**config.mk**
```make
export PLATFORM = sky130hd
export DESIGN_NAME = sar_readout
export DESIGN_NICKNAME = d
export VERILOG_FILES = /design/src/common/sar_pkg.sv /design/src/hw/sar_sync.sv /design/src/hw/sar_readout.sv
export VERILOG_INCLUDE_DIRS = /design/src /design/src/common
export SDC_FILE = /design/constraint.sdc
export NUM_CORES = 1
export LEC_CHECK = 0
export BUFFER_PORTS_ARGS = -buffer_cell sky130_fd_sc_hd__clkbuf_2
export CAP_MARGIN = 15
export CORE_ASPECT_RATIO = 1.1
export CORE_UTILIZATION = 55
export DETAILED_ROUTE_END_ITERATION = 10
export PLACE_DENSITY = 0.75
export SLEW_MARGIN = 20
export SYNTH_ARGS = -nofsm -noshare
export SYNTH_HDL_FRONTEND = slang
export SYNTH_SLANG_ARGS = --single-unit
```
**constraint.sdc**
```tcl
create_clock -name clock -period 3.5 [get_ports clock]
set_input_delay 0.35 -clock clock [delete_from_list [all_inputs] [get_ports clock]]
set_output_delay 0.35 -clock clock [all_outputs]
set_load 0.1 [all_outputs]
```
**src/common/sar_cfg.svh**
```systemverilog
// frame timing and field constants for the serial converter readout
`ifndef SAR_CFG_SVH
`define SAR_CFG_SVH
`define SAR_RES_W        14
`define SAR_FRAME_BITS   5'h10
`define SAR_LSB_EDGE     5'h0F
`define SAR_PD_LO_EDGE   5'h02
`define SAR_PD_HI_EDGE   5'h0A
`define SAR_WAKE_EDGES   5'h10
`define SAR_CNT_RST      5'h00
`define SAR_SHIFT_RST    16'h0000
`define SAR_FLAG_RST     1'h0
`define SAR_PWR_RST      1'h1
`define SAR_PIN_IDLE     1'h1
`endif

```
**src/common/sar_pkg.sv**
```systemverilog
// types shared by the serial converter readout
package sar_pkg;
	typedef enum logic [1:0] {
		SAR_IDLE,
		SAR_SHIFT,
		SAR_DONE
	} sar_state_t;
	typedef logic [13:0] sar_sample_t;
endpackage

```
**src/hw/sar_sync.sv**
```systemverilog
// two flop synchroniser with edge detect on the settled copy
`timescale 1ns/10ps
`include "sar_cfg.svh"
module sar_sync (
	// clock and reset
	input  wire logic clock,
	input  wire logic rstn,
	// pin side
	input  wire logic pin_in,
	// synchronised side
	output logic      level_q,
	output logic      rise,
	output logic      fall
);
	logic meta_q;
	logic sync_q;

	// edges from the second flop against the level copy, saves one clock of latency
	assign rise = sync_q & ~level_q;
	assign fall = ~sync_q & level_q;

	always_ff @(posedge clock or negedge rstn) begin
		if (!rstn) begin
			meta_q  <= `SAR_PIN_IDLE;
			sync_q  <= `SAR_PIN_IDLE;
			level_q <= `SAR_PIN_IDLE;
		end else begin
			meta_q  <= pin_in;
			sync_q  <= meta_q;
			level_q <= sync_q;
		end
	end
endmodule

```
**src/hw/sar_readout.sv**
```systemverilog
// serial readout and conversion control of a 14-bit sampling converter
`timescale 1ns/10ps
`include "sar_cfg.svh"
module sar_readout
	import sar_pkg::*;
(
	// clock and reset
	input  wire logic        clock,
	input  wire logic        rstn,
	// serial link pins
	input  wire logic        cs_n,
	input  wire logic        sclk,
	output logic             serial_result_out,
	output logic             serial_result_oe,
	// converter core side
	input  wire sar_sample_t sample_in,
	output logic             hold_q,
	output logic             powered_q,
	output logic             conv_done_q
);
	// synchronised link pins
	logic cs_lvl;
	logic cs_rise;
	logic cs_fall;
	logic sc_rise;
	logic sc_fall;

	// select pin: two flops, a level copy, then edge detect
	sar_sync u_cs_sync (
		.clock   (clock),
		.rstn    (rstn),
		.pin_in  (cs_n),
		.level_q (cs_lvl),
		.rise    (cs_rise),
		.fall    (cs_fall)
	);

	// serial clock pin, idles high between frames
	sar_sync u_sc_sync (
		.clock   (clock),
		.rstn    (rstn),
		.pin_in  (sclk),
		.level_q (),
		.rise    (sc_rise),
		.fall    (sc_fall)
	);

	sar_state_t  state_q;
	sar_state_t  state_d;
	logic [4:0]  edge_q;
	logic [4:0]  edge_d;
	logic [15:0] shift_q;
	wire  [15:0] shift_d;
	logic        hold_d;
	logic        oe_d;
	logic        out_d;
	logic        pwr_d;
	logic        done_d;
	logic        waking_q;
	logic        waking_d;
	logic        load;
	logic        step;

	// decode of the synchronised pins and the falling edge count
	wire active       = (state_q != SAR_IDLE);
	wire start        = cs_fall;
	wire frame_edge   = active & sc_fall & ~cs_lvl;
	wire [4:0] edge_n = edge_q + 5'h01;
	wire last_edge    = frame_edge & (edge_n == `SAR_FRAME_BITS);
	wire lsb_passed   = (edge_q >= `SAR_LSB_EDGE);
	wire early_rise   = active & cs_rise & (edge_q < `SAR_FRAME_BITS);
	wire in_pd_window = (edge_q >= `SAR_PD_LO_EDGE) & (edge_q < `SAR_PD_HI_EDGE);
	wire past_ten     = (edge_q >= `SAR_PD_HI_EDGE);
	// two zeros then result msb first
	wire [15:0] frame = {2'h0, sample_in};

	// frame register, one slot per bit: load the whole frame or move up one place
	wire [15:0] shift_up = {shift_q[14:0], 1'h0};
	for (genvar b = 0; b < `SAR_FRAME_BITS; b++) begin : g_shift
		assign shift_d[b] = load ? frame[b] : (step ? shift_up[b] : shift_q[b]);
	end

	// sequencer: idle, shifting, then waiting for select to rise
	always_comb begin
		state_d  = state_q;
		edge_d   = edge_q;
		load     = 1'h0;
		step     = 1'h0;
		hold_d   = hold_q;
		oe_d     = serial_result_oe;
		out_d    = serial_result_out;
		pwr_d    = powered_q;
		done_d   = 1'h0;
		waking_d = waking_q;
		case (state_q)
			SAR_IDLE: begin
				// clock edges ignored while idle
				oe_d = 1'h0;
				if (start) begin
					state_d  = SAR_SHIFT;
					edge_d   = `SAR_CNT_RST;
					hold_d   = 1'h1;
					oe_d     = 1'h1;
					load     = 1'h1;
					out_d    = frame[15];
					waking_d = ~powered_q;
				end
			end
			SAR_SHIFT: begin
				if (early_rise) begin
					state_d = SAR_IDLE;
					oe_d    = 1'h0;
					hold_d  = 1'h0;
					if (in_pd_window & ~waking_q)
						pwr_d = 1'h0;
					else if (past_ten)
						pwr_d = 1'h1;
				end else if (last_edge) begin
					state_d = SAR_DONE;
					edge_d  = edge_n;
					oe_d    = 1'h0;
					done_d  = ~waking_q;
					pwr_d   = 1'h1;
				end else if (frame_edge) begin
					edge_d  = edge_n;
					step    = 1'h1;
					out_d   = shift_q[14];
				end else if (sc_rise & lsb_passed) begin
					hold_d = 1'h0;
				end
			end
			SAR_DONE: begin
				hold_d = 1'h0;
				if (cs_rise)
					state_d = SAR_IDLE;
			end
			default: begin
				state_d = SAR_IDLE;
			end
		endcase
	end

	// frame sequencing and falling edge count
	always_ff @(posedge clock or negedge rstn) begin
		if (!rstn) begin
			state_q <= SAR_IDLE;
			edge_q  <= `SAR_CNT_RST;
		end else begin
			state_q <= state_d;
			edge_q  <= edge_d;
		end
	end

	// frame bits waiting to go out
	always_ff @(posedge clock or negedge rstn) begin
		if (!rstn) begin
			shift_q <= `SAR_SHIFT_RST;
		end else begin
			shift_q <= shift_d;
		end
	end

	// data line and its enable
	always_ff @(posedge clock or negedge rstn) begin
		if (!rstn) begin
			serial_result_oe  <= `SAR_FLAG_RST;
			serial_result_out <= `SAR_FLAG_RST;
		end else begin
			serial_result_oe  <= oe_d;
			serial_result_out <= out_d;
		end
	end

	// track and hold control
	always_ff @(posedge clock or negedge rstn) begin
		if (!rstn) begin
			hold_q <= `SAR_FLAG_RST;
		end else begin
			hold_q <= hold_d;
		end
	end

	// power state and wake-up conversion marker
	always_ff @(posedge clock or negedge rstn) begin
		if (!rstn) begin
			powered_q <= `SAR_PWR_RST;
			waking_q  <= `SAR_FLAG_RST;
		end else begin
			powered_q <= pwr_d;
			waking_q  <= waking_d;
		end
	end

	// one pulse per valid conversion
	always_ff @(posedge clock or negedge rstn) begin
		if (!rstn) begin
			conv_done_q <= `SAR_FLAG_RST;
		end else begin
			conv_done_q <= done_d;
		end
	end
endmodule

```
==> impl_metrics.xml <==
<?xml version="1.0" encoding="UTF-8"?>
<metrics>
  <group name="status">
    <metric name="status" unit="">finished clean</metric>
  </group>
  <group name="detailed_routing">
    <metric name="drtPass1Iterations" unit="">7</metric>
    <metric name="drt-wirelength-per-cell" unit="microns">15.9</metric>
    <metric name="totalWireLength" unit="mm">3.62</metric>
    <metric name="detailedRoute.firstIterationViolations" unit="">56</metric>
    <metric name="overall_via_count_from_detail_route" unit="">1393</metric>
    <metric name="vias_per_cell" unit="">6.11</metric>
    <metric name="remaining_drc_errors" unit="">0</metric>
    <metric name="drt.antenna.violating_nets" unit="">0</metric>
  </group>
  <group name="place">
    <metric name="number_of_buffer_cells_added_on_primary_ports" unit="">22</metric>
    <metric name="pre_cts_slack" unit="ps">948</metric>
    <metric name="dp_hpwl" unit="mm">2.48</metric>
    <metric name="gpl.final_weighted_congestion" unit="">0.816</metric>
  </group>
  <group name="sta">
    <metric name="rsz0062_at_grt" unit="">false</metric>
    <metric name="final_hold_viol_count" unit="">0</metric>
    <metric name="report.final.slew_viol_count" unit="">0</metric>
    <metric name="slew-limit-headroom" unit="%">44.8</metric>
    <metric name="final.setup.worst_slack" unit="ps">909</metric>
    <metric name="min_period" unit="ps">2590</metric>
    <metric name="setup_viol" unit="">0</metric>
    <metric name="final.setup.tns" unit="ps">0</metric>
    <metric name="tightest_slew" unit="ps">829</metric>
    <metric name="final.setup_skew" unit="ps">16.1</metric>
    <metric name="max_freq" unit="MHz">386</metric>
    <metric name="final.period_utilization" unit="%">74.0</metric>
  </group>
  <group name="cts">
    <metric name="cts-root-to-sink-buffers" unit="">2</metric>
    <metric name="postCtsHoldBufs" unit="">0</metric>
    <metric name="ctsResizeCount" unit="">0</metric>
    <metric name="cts_num_sinks" unit="">34</metric>
    <metric name="cts.htree.levels" unit="">2</metric>
    <metric name="numCtsBuffers" unit="">5</metric>
    <metric name="worst_skew_pair.late_latency" unit="ps">350</metric>
    <metric name="tritoncts" unit="">yes</metric>
    <metric name="cts_post_setup_buffers_inserted" unit="">0</metric>
    <metric name="clkTransAtPathRegs" unit="ps">100</metric>
    <metric name="cts_root_buf" unit="">sky130_fd_sc_hd__clkbuf_4</metric>
  </group>
  <group name="run">
    <metric name="maxCapViolCount" unit="">0</metric>
  </group>
  <group name="power_and_ir_drop">
    <metric name="total_switching_power" unit="mW">0.510</metric>
    <metric name="combinationalPowerShare" unit="%">36.1</metric>
    <metric name="pwr-share-clk" unit="%">16.3</metric>
    <metric name="power.static_leakage" unit="nW">0.862</metric>
    <metric name="cell_internal_pwr" unit="mW">0.744</metric>
    <metric name="peakVddDrop" unit="V">0.000591</metric>
    <metric name="sw_frac_of_total" unit="%">40.7</metric>
    <metric name="pwr_density_cell" unit="nW/um^2">656</metric>
    <metric name="pwr-share-seq" unit="%">47.5</metric>
  </group>
  <group name="global_routing">
    <metric name="globalRouteTotalUtil" unit="%">22.7</metric>
    <metric name="grt-ovfl-total" unit="">0</metric>
    <metric name="grt_first_pass_wirelength" unit="mm">5.82</metric>
    <metric name="maximum_number_of_pins_on_one_net_before_global_route_repair" unit="">35</metric>
    <metric name="number_of_global_route_vias_before_repair" unit="">1280</metric>
    <metric name="grt_antenna_before_repair" unit="">0</metric>
  </group>
  <group name="floorplan">
    <metric name="core.rowCount" unit="">21</metric>
    <metric name="initial_utilization" unit="%">57.5</metric>
    <metric name="dieWidth" unit="microns">55.8</metric>
    <metric name="boundaryPins" unit="">23</metric>
    <metric name="floorplan.die.height" unit="microns">61.2</metric>
    <metric name="die_area" unit="sq um">3420</metric>
    <metric name="area_inside_the_core_boundary" unit="sq um">3050</metric>
  </group>
  <group name="yosys">
    <metric name="synth.yosys.warnings" unit="">0</metric>
    <metric name="synth.distinct_cells" unit="">41</metric>
    <metric name="syn-num-nets" unit="">196</metric>
    <metric name="ys_async_sr_fraction" unit="%">100</metric>
    <metric name="flops_latches_synth" unit="">34</metric>
    <metric name="synthesis.area_per_instance" unit="sq um">10.1</metric>
    <metric name="syn_inst" unit="">173</metric>
    <metric name="synth-edff-count" unit="">0</metric>
    <metric name="yosysSeqAreaShare" unit="%">49.1</metric>
    <metric name="synthesis.area" unit="sq um">1750</metric>
    <metric name="synth-main-ff-cell" unit="">sky130_fd_sc_hd__dfrtp_1</metric>
  </group>
  <group name="cells_and_area">
    <metric name="antennaDiodeCount" unit="">0</metric>
    <metric name="area_growth_syn_to_layout" unit="%">9.07</metric>
    <metric name="finalNetCount" unit="">216</metric>
    <metric name="layout.filler_cells" unit="">249</metric>
    <metric name="layout_top_registers" unit="">shift_q: 15 flops, edge_q: 5 flops, state_q: 2 flops</metric>
    <metric name="largest_reg_flops" unit="">15</metric>
    <metric name="final_layout_size_suffix_gt1_share" unit="%">25.8</metric>
    <metric name="largest_register" unit="">shift_q</metric>
  </group>
  <group name="setup_path">
    <metric name="rr_endpoint" unit="">state_q[0]</metric>
    <metric name="required" unit="ps">3730</metric>
    <metric name="crit_path_start_kind" unit="">flop</metric>
    <metric name="rrSetupSlack" unit="ps">910</metric>
    <metric name="worstPathMaxFanout" unit="">8</metric>
    <metric name="timing.rr.start" unit="">edge_q[0]</metric>
    <metric name="worst_setup_path_startpoint" unit="">edge_q[0]</metric>
    <metric name="criticalPathCategory" unit="">reg -&gt; reg</metric>
    <metric name="critPathArrivalTime" unit="ps">2820</metric>
    <metric name="element_type_at_the_critical_path_end" unit="">flop</metric>
    <metric name="worstRegToRegCells" unit="">8</metric>
  </group>
  <group name="worst_hold_path">
    <metric name="worst_hold_path_type" unit="">in -&gt; async</metric>
  </group>
</metrics>
cells in the mapped netlist, drive strengths merged, types with 6 or more instances:
library cell / count / share of area, %
o21ai: 8 / 2.5
o211ai: 9 / 3.9
nand3: 17 / 4.9
buf: 6 / 2.4
a21oi: 11 / 3.1
dfstp: 7 / 11
inv: 8 / 1.7
dfrtp: 27 / 39
nand2: 12 / 2.7
or3: 7 / 2.8
nor3: 7 / 2.3
placed cells by master (no fill, tap or decap), types with 2 or more instances in the layout:
master	instances
sky130_fd_sc_hd__o21ai_0	7
sky130_fd_sc_hd__buf_4	2
sky130_fd_sc_hd__a21oi_1	11
sky130_fd_sc_hd__inv_1	8
sky130_fd_sc_hd__nor2_1	5
sky130_fd_sc_hd__nand3_1	17
sky130_fd_sc_hd__ha_1	5
sky130_fd_sc_hd__o2bb2ai_1	2
sky130_fd_sc_hd__nand4_1	4
sky130_fd_sc_hd__nand2_1	11
sky130_fd_sc_hd__clkinv_2	2
sky130_fd_sc_hd__and3_1	4
sky130_fd_sc_hd__dfrtp_1	27
sky130_fd_sc_hd__o211ai_1	9
sky130_fd_sc_hd__clkbuf_2	22
sky130_fd_sc_hd__nor3_1	6
sky130_fd_sc_hd__clkbuf_4	5
sky130_fd_sc_hd__dfstp_2	7
sky130_fd_sc_hd__or3_1	6
sky130_fd_sc_hd__o21a_1	2
sky130_fd_sc_hd__nand2b_1	5
sky130_fd_sc_hd__a211oi_1	2
sky130_fd_sc_hd__o221a_2	5
sky130_fd_sc_hd__mux2i_1	2
power by group through the flow:
stage               registers [mW]  logic [mW]  clock network (mW)
floorplan                    0.690       0.255                   0
global placement             0.596       0.447                   0
detailed placement           0.599       0.456                   0
CTS                          0.593       0.457               0.218
global route                 0.607       0.496               0.230
finish                       0.596       0.453               0.205
metal layers:
metal  vias up  share of wire (%)  global-route usage, %
met4         0                1.9                   15.0
li1        686                  -                      -
met2        39                 49                   37.7
met5         -                  0                      0
met3         8                4.9                   6.30
met1       660                 44                   26.7
per-stage QoR:
stage / power, mW / cells / util, % / instance area (sq um) / hold WS, ps
2_1_floorplan: 0.945 / 173 / - / 1750 / 54.4
3_3_place_gp: 1.04 / 220 / 61.0 / 1860 / 350
3_5_place_dp: 1.05 / 220 / 61.0 / 1860 / 348
4_1_cts: 1.27 / 228 / 62.7 / 1910 / 53.0
5_1_grt: 1.33 / 228 / 62.7 / 1910 / 58.7
6_report: 1.25 / 228 / 62.7 / 1910 / 76.0
critical path, cell delays in order (launching register included):
cell                       delay [ps]
sky130_fd_sc_hd__dfrtp_1          450
sky130_fd_sc_hd__ha_1             270
sky130_fd_sc_hd__and3_1           200
sky130_fd_sc_hd__ha_1             300
sky130_fd_sc_hd__nand3b_1         190
sky130_fd_sc_hd__nor3_2           370
sky130_fd_sc_hd__buf_4            250
sky130_fd_sc_hd__a211oi_1          80
sky130_fd_sc_hd__or3_1            370
worst max-delay path by stage:
stage                   to  slack [ps]  cells after the start
2_1_floorplan  shift_q[14]        1260                      8
3_3_place_gp    state_q[0]        1030                      8
3_5_place_dp    state_q[0]         950                      8
4_1_cts         state_q[0]         920                      8
5_1_grt         state_q[0]         710                      8
6_report        state_q[0]         910                      8
final cells by class:
type                    instances  area, sq um  share of cell area [%]
clock buffers                   6         41.3                    2.16
clock inverters                 2         10.0                   0.524
well taps                      34         42.5                    2.23
multi-input cells             120          802                    42.0
inverters                       8         30.0                    1.57
repair buffers                 24          125                    6.55
flip-flops and latches         34          860                    45.0
kinds of logic after synthesis:
| group | count (synthesis) | synth area share (%) |
|---|---|---|
| AO/OA/AOI/OAI | 44 | 17.9 |
| adder cells (fa/ha/maj) | 5 | 3.57 |
| buffers and inverters | 19 | 5.14 |
| flip-flops | 34 | 49.1 |
| multiplexers | 3 | 1.79 |
| AND/OR/NAND/NOR | 68 | 22.5 |
Power figures use the tool's default switching activity.
